[config.mk]
export PLATFORM = sky130hd
export DESIGN_NAME = adcc_config_bank
export DESIGN_NICKNAME = d
export VERILOG_FILES = /design/src/hw/adcc_config_bank.v /design/src/hw/adcc_stack_mem.v
export VERILOG_INCLUDE_DIRS = /design/src /design/src/common
export SDC_FILE = /design/constraint.sdc
export NUM_CORES = 1
export LEC_CHECK = 0
export ABC_AREA = 1
export BUFFER_PORTS_ARGS = -buffer_cell sky130_fd_sc_hd__buf_2
export CORE_ASPECT_RATIO = 0.8
export CORE_MARGIN = 3
export CORE_UTILIZATION = 43
export CTS_BUF_LIST = sky130_fd_sc_hd__clkbuf_4
export DETAILED_ROUTE_END_ITERATION = 7
export SYNTH_ARGS = -nofsm -noshare
export SYNTH_HDL_FRONTEND = slang
export SYNTH_HIERARCHICAL = 1
export SYNTH_SLANG_ARGS = --single-unit
[constraint.sdc]
create_clock -name clock -period 2.5 [get_ports clock]
set_clock_uncertainty 0.15 [all_clocks]
set_input_delay 0.125 -clock clock [delete_from_list [all_inputs] [get_ports clock]]
set_output_delay 0.125 -clock clock [all_outputs]
set_load 0.005 [all_outputs]
[src/common/adcc_consts.vh]
// Constants of the software configuration register bank.
// Assumes inclusion by the bank and its stack memory only.
`ifndef ADCC_CONSTS_VH
`define ADCC_CONSTS_VH

// Command word fields
`define ADCC_CMD_WRITE      15
`define ADCC_CMD_SEL_HI     14
`define ADCC_CMD_SEL_LO     9
`define ADCC_CMD_STACK      14
`define ADCC_CMD_DATA_HI    8

// Register select codes (low five select bits)
`define ADCC_SEL_CONFIG     5'h02
`define ADCC_SEL_CHANNEL    5'h03
`define ADCC_SEL_RANGE_A_LO 5'h04
`define ADCC_SEL_RANGE_A_HI 5'h05
`define ADCC_SEL_RANGE_B_LO 5'h06
`define ADCC_SEL_RANGE_B_HI 5'h07
`define ADCC_SEL_STATUS     5'h08

// Configuration word bit positions
`define ADCC_CFG_SELFTEST   7
`define ADCC_CFG_BURST      6
`define ADCC_CFG_SEQ        5
`define ADCC_CFG_OS_HI      4
`define ADCC_CFG_OS_LO      2
`define ADCC_CFG_STATUS     1
`define ADCC_CFG_CHECK      0

// Reset values
`define ADCC_RST_CONFIG     8'h00
`define ADCC_RST_CHANNEL    8'h00
`define ADCC_RST_RANGE      8'hFF

// Channel pick codes
`define ADCC_PICK_SUPPLY    4'h8
`define ADCC_PICK_REGMON    4'h9
`define ADCC_PICK_IFTEST    4'hB

// Interface self-test words
`define ADCC_IFTEST_A       16'hAAAA
`define ADCC_IFTEST_B       16'h5555

// Stack entry layout: last flag, ADC B pick, ADC A pick
`define ADCC_STK_W          9
`define ADCC_STK_LAST       8
`define ADCC_STK_DEPTH      32
`define ADCC_STK_AW         5
`define ADCC_STK_PRESET     8

`endif

[src/hw/adcc_config_bank.v]
// Software-mode configuration bank and conversion pair scheduler.
// Assumes command words arrive already assembled on the system clock;
// the conversion start pin is asynchronous and is synchronised here.
`timescale 1ns/1ps
`include "adcc_consts.vh"

module adcc_config_bank (
	input  wire        clock,           // System clock, 125 MHz
	input  wire        reset_n,         // Async reset, active low
	input  wire        cmd_valid,       // Command word strobe
	input  wire [15:0] cmd_word,        // Command word from the host port
	output reg  [15:0] rd_word_ff,      // Read-back word
	output reg         rd_valid_ff,     // Read-back word strobe
	input  wire        selfcfg_fail,    // Self-configuration failed
	input  wire        conversion_start_pin, // Conversion start, asynchronous
	input  wire        pair_done,       // Datapath finished the issued pair
	output reg         conv_go_ff,      // Convert one pair now
	output reg  [3:0]  pick_a_ff,       // ADC A input pick of the pair
	output reg  [3:0]  pick_b_ff,       // ADC B input pick of the pair
	output reg  [1:0]  span_a_ff,       // ADC A span: 0 10 V, 1 5 V, 2 2.5 V
	output reg  [1:0]  span_b_ff,       // ADC B span, same coding
	output reg         iftest_ff,       // Fixed self-test words replace results
	output reg  [15:0] fixed_a_ff,      // Fixed result word for ADC A
	output reg  [15:0] fixed_b_ff,      // Fixed result word for ADC B
	output reg         status_req_ff,   // Append the status word now
	output reg  [7:0]  samples_ff,      // Samples per channel, 1 when off
	output reg         busy_ff          // Frame of conversions under way
);

	localparam ST_IDLE  = 3'd0;
	localparam ST_FETCH = 3'd1;
	localparam ST_LOAD  = 3'd2;
	localparam ST_ISSUE = 3'd3;
	localparam ST_WAIT  = 3'd4;
	localparam ST_STAT  = 3'd5;

	reg  [7:0] cfg_ff;
	reg  [7:0] chan_ff;
	reg  [7:0] rng_a_lo_ff;
	reg  [7:0] rng_a_hi_ff;
	reg  [7:0] rng_b_lo_ff;
	reg  [7:0] rng_b_hi_ff;
	reg        cs_meta_ff;
	reg        cs_sync_ff;
	reg        cs_prev_ff;
	reg  [2:0] state_ff;
	reg  [2:0] nxt_state;
	reg  [4:0] level_ff;
	reg  [4:0] nxt_level;
	reg        last_ff;
	reg        rd_pend_ff;
	reg  [5:0] rd_sel_ff;
	reg  [3:0] done_a_ff;
	reg  [3:0] done_b_ff;
	reg  [15:0] nxt_rd_word;
	reg  [7:0] rd_body;
	reg  [8:0] stack_copy_ff;
	reg  [8:0] shadow_ff [0:`ADCC_STK_DEPTH-1];
	integer    k;

	wire       is_write;
	wire       to_stack;
	wire [4:0] sel_lo;
	wire       cfg_wr;
	wire       start_edge;
	wire       seq_on;
	wire       burst_on;
	wire       append_on;
	wire [8:0] host_entry;
	wire [8:0] seq_entry;
	wire [2:0] os_code;

	// Command word split
	assign is_write = cmd_word[`ADCC_CMD_WRITE];
	assign to_stack = cmd_word[`ADCC_CMD_STACK];
	assign sel_lo   = cmd_word[`ADCC_CMD_SEL_HI-1:`ADCC_CMD_SEL_LO];
	assign cfg_wr   = cmd_valid & is_write & ~to_stack;

	// Mode bits
	assign seq_on    = cfg_ff[`ADCC_CFG_SEQ];
	assign burst_on  = cfg_ff[`ADCC_CFG_BURST];
	// Either append bit alone enables the trailing status word
	assign append_on = cfg_ff[`ADCC_CFG_STATUS] | cfg_ff[`ADCC_CFG_CHECK];
	assign os_code   = cfg_ff[`ADCC_CFG_OS_HI:`ADCC_CFG_OS_LO];

	// Range field of one input out of a pair of range registers
	function [1:0] field_of;
		input [7:0] lo;
		input [7:0] hi;
		input [3:0] pick;
		reg   [7:0] r;
		begin
			r = pick[2] ? hi : lo;
			case (pick[1:0])
				2'd0:    field_of = r[1:0];
				2'd1:    field_of = r[3:2];
				2'd2:    field_of = r[5:4];
				default: field_of = r[7:6];
			endcase
			// Monitors and self-test have no programmable range
			if (pick[3])
				field_of = 2'h3;
		end
	endfunction

	// Range code to span: 00 and 11 share the widest span
	function [1:0] span_of;
		input [1:0] code;
		begin
			case (code)
				2'b01:   span_of = 2'd2;
				2'b10:   span_of = 2'd1;
				default: span_of = 2'd0;
			endcase
		end
	endfunction

	// Oversampling code to samples per channel
	function [7:0] samples_of;
		input [2:0] code;
		begin
			samples_of = 8'h01 << code;
		end
	endfunction

	// Stack store shared by host access and the sequencer
	assign host_entry = cmd_word[`ADCC_CMD_DATA_HI:0];

	adcc_stack_mem #(
		.DEPTH (`ADCC_STK_DEPTH),
		.AW    (`ADCC_STK_AW)
	) u_stack (
		.clock    (clock),
		.reset_n  (reset_n),
		.wr_en    (cmd_valid & is_write & to_stack),
		.wr_addr  (sel_lo),
		.wr_data  (host_entry),
		.rd0_addr (sel_lo),
		.rd0_data (),
		.rd1_addr (level_ff),
		.rd1_data (seq_entry)
	);

	// The store's host port stays open: host reads come from the shadow
	// below, so a host read never steals a cycle from a sequencer fetch
	// The shadow costs a second copy of the levels; latency was preferred

	// Writable registers; writes to unmapped selects are dropped
	always @(posedge clock or negedge reset_n) begin
		if (!reset_n) begin
			cfg_ff      <= `ADCC_RST_CONFIG;
			chan_ff     <= `ADCC_RST_CHANNEL;
			rng_a_lo_ff <= `ADCC_RST_RANGE;
			rng_a_hi_ff <= `ADCC_RST_RANGE;
			rng_b_lo_ff <= `ADCC_RST_RANGE;
			rng_b_hi_ff <= `ADCC_RST_RANGE;
		end else if (cfg_wr) begin
			case (sel_lo)
				// Flag position is read-only, its stored bit stays zero
				`ADCC_SEL_CONFIG:     cfg_ff <= {1'b0, cmd_word[6:0]};
				`ADCC_SEL_CHANNEL:    chan_ff <= cmd_word[7:0];
				`ADCC_SEL_RANGE_A_LO: rng_a_lo_ff <= cmd_word[7:0];
				`ADCC_SEL_RANGE_A_HI: rng_a_hi_ff <= cmd_word[7:0];
				`ADCC_SEL_RANGE_B_LO: rng_b_lo_ff <= cmd_word[7:0];
				`ADCC_SEL_RANGE_B_HI: rng_b_hi_ff <= cmd_word[7:0];
				default:              cfg_ff <= cfg_ff;
			endcase
		end
	end

	// Read body per select; addressing bits echo back in 15..9, except for the status select
	always @* begin
		case (rd_sel_ff[4:0])
			`ADCC_SEL_CONFIG:     rd_body = {selfcfg_fail, cfg_ff[6:0]};
			`ADCC_SEL_CHANNEL:    rd_body = chan_ff;
			`ADCC_SEL_RANGE_A_LO: rd_body = rng_a_lo_ff;
			`ADCC_SEL_RANGE_A_HI: rd_body = rng_a_hi_ff;
			`ADCC_SEL_RANGE_B_LO: rd_body = rng_b_lo_ff;
			`ADCC_SEL_RANGE_B_HI: rd_body = rng_b_hi_ff;
			default:              rd_body = 8'h00;
		endcase
		nxt_rd_word = {1'b0, rd_sel_ff, 1'b0, rd_body};
		if (rd_sel_ff[5])
			nxt_rd_word = {1'b0, rd_sel_ff, stack_copy_ff};
		else if (rd_sel_ff[4:0] == `ADCC_SEL_STATUS)
			nxt_rd_word = {done_a_ff, done_b_ff, 8'h00};
	end

	// Shadow mirrors the stack so host reads never disturb the sequencer
	always @(posedge clock or negedge reset_n) begin
		if (!reset_n) begin
			for (k = 0; k < `ADCC_STK_DEPTH; k = k + 1)
				shadow_ff[k] <= (k < `ADCC_STK_PRESET) ?
					{(k == `ADCC_STK_PRESET - 1), k[3:0], k[3:0]} : 9'h000;
			stack_copy_ff <= 9'h000;
		end else begin
			if (cmd_valid & is_write & to_stack)
				shadow_ff[sel_lo] <= host_entry;
			stack_copy_ff <= shadow_ff[sel_lo];
		end
	end

	// Read request: a zero write flag answers two cycles later
	// Back-to-back reads are allowed; each gets its own answer cycle
	always @(posedge clock or negedge reset_n) begin
		if (!reset_n) begin
			rd_pend_ff  <= 1'b0;
			rd_sel_ff   <= 6'h00;
			rd_valid_ff <= 1'b0;
			rd_word_ff  <= 16'h0000;
		end else begin
			rd_pend_ff  <= cmd_valid & ~is_write;
			if (cmd_valid & ~is_write)
				rd_sel_ff <= cmd_word[`ADCC_CMD_SEL_HI:`ADCC_CMD_SEL_LO];
			rd_valid_ff <= rd_pend_ff;
			if (rd_pend_ff)
				rd_word_ff <= nxt_rd_word;
		end
	end

	// Start pin synchroniser; edge taken past the second stage
	// Reset level equals the idle pin level, so no false edge after reset
	always @(posedge clock or negedge reset_n) begin
		if (!reset_n) begin
			cs_meta_ff <= 1'b0;
			cs_sync_ff <= 1'b0;
			cs_prev_ff <= 1'b0;
		end else begin
			cs_meta_ff <= conversion_start_pin;
			cs_sync_ff <= cs_meta_ff;
			cs_prev_ff <= cs_sync_ff;
		end
	end
	assign start_edge = cs_sync_ff & ~cs_prev_ff;

	// Scheduler next state; starts during a frame are ignored
	// The host must wait for busy to fall before the next start pulse
	always @* begin
		nxt_state = state_ff;
		nxt_level = level_ff;
		case (state_ff)
			ST_IDLE: begin
				if (start_edge)
					nxt_state = seq_on ? ST_FETCH : ST_ISSUE;
			end
			ST_FETCH: nxt_state = ST_LOAD;
			ST_LOAD:  nxt_state = ST_ISSUE;
			ST_ISSUE: nxt_state = ST_WAIT;
			ST_WAIT: begin
				if (pair_done) begin
					if (seq_on)
						nxt_level = last_ff ? 5'd0 : level_ff + 5'd1;
					if (seq_on & burst_on & ~last_ff)
						nxt_state = ST_FETCH;
					else if (append_on)
						nxt_state = ST_STAT;
					else
						nxt_state = ST_IDLE;
				end
			end
			ST_STAT:  nxt_state = ST_IDLE;
			default:  nxt_state = ST_IDLE;
		endcase
	end

	// Scheduler registers and pair outputs
	always @(posedge clock or negedge reset_n) begin
		if (!reset_n) begin
			state_ff      <= ST_IDLE;
			level_ff      <= 5'd0;
			last_ff       <= 1'b0;
			conv_go_ff    <= 1'b0;
			pick_a_ff     <= 4'h0;
			pick_b_ff     <= 4'h0;
			status_req_ff <= 1'b0;
			busy_ff       <= 1'b0;
			done_a_ff     <= 4'h0;
			done_b_ff     <= 4'h0;
		end else begin
			state_ff      <= nxt_state;
			level_ff      <= nxt_level;
			conv_go_ff    <= (nxt_state == ST_ISSUE);
			status_req_ff <= (nxt_state == ST_STAT);
			busy_ff       <= (nxt_state != ST_IDLE);
			if (state_ff == ST_IDLE && start_edge && !seq_on) begin
				pick_a_ff <= chan_ff[3:0];
				pick_b_ff <= chan_ff[7:4];
				last_ff   <= 1'b1;
			end else if (state_ff == ST_LOAD) begin
				pick_a_ff <= seq_entry[3:0];
				pick_b_ff <= seq_entry[7:4];
				last_ff   <= seq_entry[`ADCC_STK_LAST];
			end
			if (state_ff == ST_WAIT && pair_done) begin
				done_a_ff <= pick_a_ff;
				done_b_ff <= pick_b_ff;
			end
		end
	end

	// Per-pair range, self-test words and oversampling
	// Spans and the self-test flag follow the picks one cycle later
	always @(posedge clock or negedge reset_n) begin
		if (!reset_n) begin
			span_a_ff  <= 2'd0;
			span_b_ff  <= 2'd0;
			iftest_ff  <= 1'b0;
			fixed_a_ff <= 16'h0000;
			fixed_b_ff <= 16'h0000;
			samples_ff <= 8'h01;
		end else begin
			span_a_ff  <= span_of(field_of(rng_a_lo_ff, rng_a_hi_ff, pick_a_ff));
			span_b_ff  <= span_of(field_of(rng_b_lo_ff, rng_b_hi_ff, pick_b_ff));
			// Fixed words prove the digital interface independent of the ADCs
			iftest_ff  <= (pick_a_ff == `ADCC_PICK_IFTEST) |
			              (pick_b_ff == `ADCC_PICK_IFTEST);
			fixed_a_ff <= `ADCC_IFTEST_A;
			fixed_b_ff <= `ADCC_IFTEST_B;
			samples_ff <= samples_of(os_code);
		end
	end

endmodule // adcc_config_bank

[src/hw/adcc_stack_mem.v]
// Sequencer stack store: one write port, two registered read ports.
// Assumes the bank writes and reads it on the same clock.
`timescale 1ns/1ps
`include "adcc_consts.vh"

module adcc_stack_mem #(
	parameter DEPTH = `ADCC_STK_DEPTH,
	parameter AW    = `ADCC_STK_AW
) (
	input  wire                   clock,    // System clock
	input  wire                   reset_n,  // Async reset, active low
	input  wire                   wr_en,    // Write strobe
	input  wire [AW-1:0]          wr_addr,  // Write level
	input  wire [`ADCC_STK_W-1:0] wr_data,  // Write entry
	input  wire [AW-1:0]          rd0_addr, // Host read level
	output reg  [`ADCC_STK_W-1:0] rd0_data, // Host read entry
	input  wire [AW-1:0]          rd1_addr, // Sequencer read level
	output reg  [`ADCC_STK_W-1:0] rd1_data  // Sequencer read entry
);

	reg [`ADCC_STK_W-1:0] mem_ff [0:DEPTH-1];
	integer               i;

	// Preset walks pairs 0..7 and loops; the rest reset to zero
	function [`ADCC_STK_W-1:0] preset_of;
		input integer lvl;
		reg   [3:0]   p;
		begin
			p = lvl[3:0];
			if (lvl < `ADCC_STK_PRESET)
				preset_of = {(lvl == `ADCC_STK_PRESET - 1), p, p};
			else
				preset_of = {`ADCC_STK_W{1'b0}};
		end
	endfunction

	// Storage with reset preset
	always @(posedge clock or negedge reset_n) begin
		if (!reset_n) begin
			for (i = 0; i < DEPTH; i = i + 1)
				mem_ff[i] <= preset_of(i);
		end else if (wr_en) begin
			mem_ff[wr_addr] <= wr_data;
		end
	end

	// Read data come out of registers
	always @(posedge clock or negedge reset_n) begin
		if (!reset_n) begin
			rd0_data <= {`ADCC_STK_W{1'b0}};
			rd1_data <= {`ADCC_STK_W{1'b0}};
		end else begin
			rd0_data <= mem_ff[rd0_addr];
			rd1_data <= mem_ff[rd1_addr];
		end
	end

endmodule // adcc_stack_mem

# ---- Word level (Yosys, flattened, before mapping)
# Cells that the tools add are included.
dict set report totals {
  reg_bits 710
  input_bits 22
  out_inout_bits 73
  wordCells 194
}
dict set report op_classes {
  n_addsub 1
  order_cmp 3
  eq_ne 29
  n_shift 1
  n_mux 34
  bitwise_logic 15
  n_reduce_logical 17
}
# op count
set ops {}
lappend ops {{$bwmux 288} 2}
lappend ops {{$bmux 9 s5} 2}
lappend ops {{$pmux 8 s6} 1}
lappend ops {{$demux 9 s5} 1}
lappend ops {{$mux 9} 5}
lappend ops {{$eq 5x3->1 const B} 8}
lappend ops {{$mux 16} 2}
lappend ops {{$eq 5x2->1 const B} 4}
lappend ops {{$mux 4} 4}
lappend ops {{$mux 8} 2}
lappend ops {{$pmux 3 s5} 1}
lappend ops {{$ge 6x6->1 const B} 2}
lappend ops {{$mux 3} 4}
lappend ops {{$not 5->6} 2}
lappend ops {{$pmux 2 s3} 2}
lappend ops {{$reduce_and 2->1} 6}
lappend ops {{$eq 3x2->1 const B} 3}
lappend ops {{$eq 2x1->1 const B} 4}
lappend ops {{$eq 2x2->1 const B} 4}
lappend ops {{$eq 4x4->1 const B} 2}
lappend ops {{$pmux 2 s2} 2}
lappend ops {{$shl 1x3->8 const A} 1}
lappend ops {{$and 1x1->1} 7}
lappend ops {{$eq 3x3->1 const B} 2}
lappend ops {{other kinds (16)} 27}

# ---- Logic depth before layout (Yosys ltp)
dict set report depth {
  word_depth 6
  ltp_mapped 12
  ltp_nobuf 10
}

# ---- By module
# The synthesis kept the hierarchy.
# module n_inst cells_each area_per_inst_um2 seq_area_each_um2
set modules_own_cells {}
lappend modules_own_cells {adcc_config_bank 1 2250 18600.3 10407.5}
lappend modules_own_cells {adcc_stack_mem 1 2371 16638.5 7688.6}

# ---- Worst setup path after synthesis
# Ideal clock, no wire load.
dict set report synth_timing {
  path_kind {input -> register}
  startpoint {in cmd_valid}
  endpoint {reg u_stack/mem_ff[250] in the netlist's numbering}
  setup_ns 0.136
  arrival_time_ns 1.566
  required_time_ns 2.214
  setup_slack_ns 0.647
  stages 8
  n_path_buf 1
  path_cell_list {inv_1 > nor3_4 > inv_1 > nor3_2 > nand2_2 > clkbuf_2 > nand2_1 > o21ai_0}
}
dict set report synth_via {
  elab_chain_len 2
}
# item line_no
set synth_lines {}
lappend synth_lines {{start, declared} adcc_config_bank.v:10} ;# input wire cmd_valid,
lappend synth_lines {{$and 1x1->1 (2 in a row)} adcc_config_bank.v:135} ;# .wr_en (cmd_valid & is_write & to_stack),
lappend synth_lines {{end signal, assigned by index} adcc_stack_mem.v:41} ;# mem_ff[i] <= preset_of(i);
lappend synth_lines {{end signal, assigned by index} adcc_stack_mem.v:43} ;# mem_ff[wr_addr] <= wr_data;
lappend synth_lines {{end, declared} adcc_stack_mem.v:21} ;# reg [`ADCC_STK_W-1:0] mem_ff [0:DEPTH-1];
# No other way between the ends.
# A chain may end at the register's enable or synchronous reset.

# ---- Worst setup path after layout
dict set report layout_timing {
  startpoint {in cmd_word[12]}
  endpoint {reg u_stack/mem_ff[144] in the netlist's numbering}
}
dict set report layout_via {
  elab_chain_len 6
  elab_cells_between_ends 7
  classes_between {order compare: 2; mux: 3; bitwise: 1; reduce/logical: 1}
}
# item line_no
set layout_lines {}
lappend layout_lines {{start, declared} adcc_config_bank.v:11} ;# input wire [15:0] cmd_word,
lappend layout_lines {{$not 5->6 (implied by the code) *} adcc_stack_mem.v:43}
lappend layout_lines {{$ge 6x6->1 / $lt 6x1->1 (equally long branches)} -}
lappend layout_lines {{$logic_and 1x1->1 (implied by the code)} adcc_stack_mem.v:43}
lappend layout_lines {{$mux 9 (implied by the code)} adcc_stack_mem.v:43}
lappend layout_lines {{$demux 9 s5 *} adcc_stack_mem.v:43}
lappend layout_lines {{$bwmux 288 *} adcc_stack_mem.v:43}
# Mark *: on every way between the ends. The rest lies on a longest branch, timed or not.

==> impl_metrics.csv <==
group,metric,value,unit
clocking,cts_sinks,710,
setup_path,reg2reg_to,"u_stack/rd1_data[6]$_DFF_PN0_",
layout,nFillCells,7286,
setup_path,end_kind,"flip-flop",
timing,slew_viol_final,0,
setup_path,start_kind,"input pin",
layout,syn_to_final_growth,13.7,%
die,dieArea,78200,sq um
timing,rsz0062_at_grt,"false",
clocking,cts_max_path_buffers,3,
setup_path,required,3.27,ns
drt,drc,0,
setup_path,r2r-start,"level_ff[0]$_DFFE_PN0P_",
grt,track_usage,0.256,
synth,syn_avg_cell_area,8.19,sq um
synth,synth_warnings,6,
grt,grt_overflow,0,
synth,synthesis.area,32200,sq um
run_status,run_status,"complete, no violations",
clocking,cts_hold_buf,39,
die,core_area,73900,sq um
die,fp.dieH,251,microns
layout,drive_gt1_frac,0.161,
layout,fin_cells,5229,
timing,setup_viol,0,
flow_run,cap_violations,0,
layout,layout_commonest_cell,"nand2_1",
synth,syn_inst,3929,
layout,final_cell_mix,"nand2_1 (1460), dfrtp_1 (625), o21ai_0 (540)",
setup_path,rrSetupSlack,0.40,ns
min_path,holdPathStages,5,
grt,grt_pass1_wl,156000,microns
timing,max_slew_margin,0.387,
setup_path,critPathKind,"input pin to flip-flop",
drt,viasPerCell,5.32,
clocking,cts.repair.resized,0,
timing,fin_crit,2.40,ns
clocking,cts_tree,"yes",
timing,final.period_utilization,0.962,
setup_path,cp.arrival,3.18,ns
min_path,min_to,"u_stack/mem_ff[92]$_DFFE_PN0P_",
drt,finalWirelength,99400,microns
timing,worst_pin_slew,0.912,ns
pwr,ir_worst_vdd,0.394,mV
drt,drtIter0Drc,2717,
placed_design,post-dp-hpwl,62800,microns
clocking,clkLatencyLatePin,1.00,ns
layout,nets,4110,
clocking,h-tree-depth,4,
clocking,cts-root-buf,"clkbuf_4",
drt,drt_pass1_iterations,6,
placed_design,dpl.cell_count,4864,
grt,antenna_found_initial,2,
timing,max_freq,0.416,GHz
clocking,cts_setup_buffers,0,
setup_path,r2r_cells,10,
min_path,worstHoldStart,"cmd_word[2]",
drt,wire_per_inst,19.0,microns
timing,hold_viol,0,
drt,vias,27800,
clocking,cts.clk_slew.worst_paths,0.07,ns
die,die_x,312,microns
setup_path,worstPathMaxFanout,18,
min_path,hold_path_class,"input pin to flip-flop",
drt,ant_nets,0,
timing,setup_tns,0,ns
layout,utilization,0.495,
placed_design,io_buffers,78,
die,pin_count,95,
die,row_count,89,
timing,holdWs,0.134,ns
pwr,p_leak,17.1,nW
pwr,power.density,762,nW/um^2
placed_design,place_congestion,0.916,
grt,grt_max_degree,90,
clocking,cts_buffers,183,
die,initial_utilization,0.435,
grt,grt_pass1_vias,26400,
## worst max path at each step
stage / slack, ns / cells after the start / endpoint / startpoint
2_1_floorplan: 0.65 / 8 / u_stack/mem_ff[250]$_DFFE_PN0P_ / cmd_valid
3_3_place_gp: 0.29 / 8 / u_stack/mem_ff[254]$_DFFE_PN0P_ / cmd_word[9]
3_5_place_dp: 0.23 / 7 / u_stack/mem_ff[257]$_DFFE_PN1P_ / cmd_word[9]
4_1_cts: 0.29 / 10 / u_stack/mem_ff[147]$_DFFE_PN0P_ / cmd_word[11]
5_1_grt: 0.04 / 10 / u_stack/mem_ff[162]$_DFFE_PN0P_ / cmd_word[12]
6_report: 0.1 / 10 / u_stack/mem_ff[144]$_DFFE_PN0P_ / cmd_word[12]
## sequential cells by signal, summed over array words and instances (netlist names), 2 cells and up
register	cells
rd_sel_ff	6
rd_word_ff	16
pick_a_ff	4
u_stack/rd1_data	9
rng_b_lo_ff	8
rng_b_hi_ff	8
stack_copy_ff	9
shadow_ff	288
span_b_ff	2
state_ff	3
done_b_ff	4
pick_b_ff	4
rng_a_lo_ff	8
u_stack/mem_ff	288
cfg_ff	7
rng_a_hi_ff	8
done_a_ff	4
span_a_ff	2
samples_ff	8
chan_ff	8
level_ff	5
## layer usage
| metal | part of all wire | GRT usage | routed length (microns) |
|---|---|---|---|
| met1 | 0.48 | 0.397 | 48000 |
| met2 | 0.41 | 0.350 | 40500 |
| met3 | 0.090 | 0.0588 | 8920 |
| met4 | 0.020 | 0.0816 | 1990 |
| met5 | 0 | 0 | 0 |
## through the flow
| stage | worst slack [ns] | total power [mW] | area, sq um |
|---|---|---|---|
| 6_report | 0.0955 | 27.9 | 36600 |
| 5_1_grt | 0.0360 | 29.4 | 36600 |
| 4_1_cts | 0.290 | 28.1 | 36600 |
| 3_5_place_dp | 0.235 | 17.8 | 33800 |
| 3_3_place_gp | 0.287 | 17.7 | 33800 |
| 2_1_floorplan | 0.647 | 15.9 | 32200 |
## power by group
group | switching (mW) | leakage [nW] | internal (mW)
combinational | 2.84 | 6.34 | 1.37
clock | 4.80 | 1.41 | 5.34
sequential | 0.789 | 9.32 | 12.7
## area by class of cell
| class | instances | area, sq um | share of cell area |
|---|---|---|---|
| Sequential cell | 710 | 17900 | 0.489 |
| Tap cell | 1001 | 1250 | 0.0342 |
| Antenna cell | 3 | 7.51 | 0.000205 |
| Inverter | 109 | 414 | 0.0113 |
| Timing Repair Buffer | 232 | 2000 | 0.0546 |
| Clock inverter | 39 | 220 | 0.00602 |
| Multi-Input combinational cell | 2851 | 12700 | 0.347 |
| Clock buffer | 284 | 2130 | 0.0583 |
## worst max-delay path, cell delays in order
cell           delay [ns]
dlygate4sd3_1        0.54
buf_2                0.30
inv_1                0.17
nor3_2               0.17
dlygate4sd3_1        0.71
inv_2                0.14
nor2_8               0.26
nor2_1               0.06
dlygate4sd3_1        0.56
a21oi_1              0.12
(Power assumes the default switching activity.)
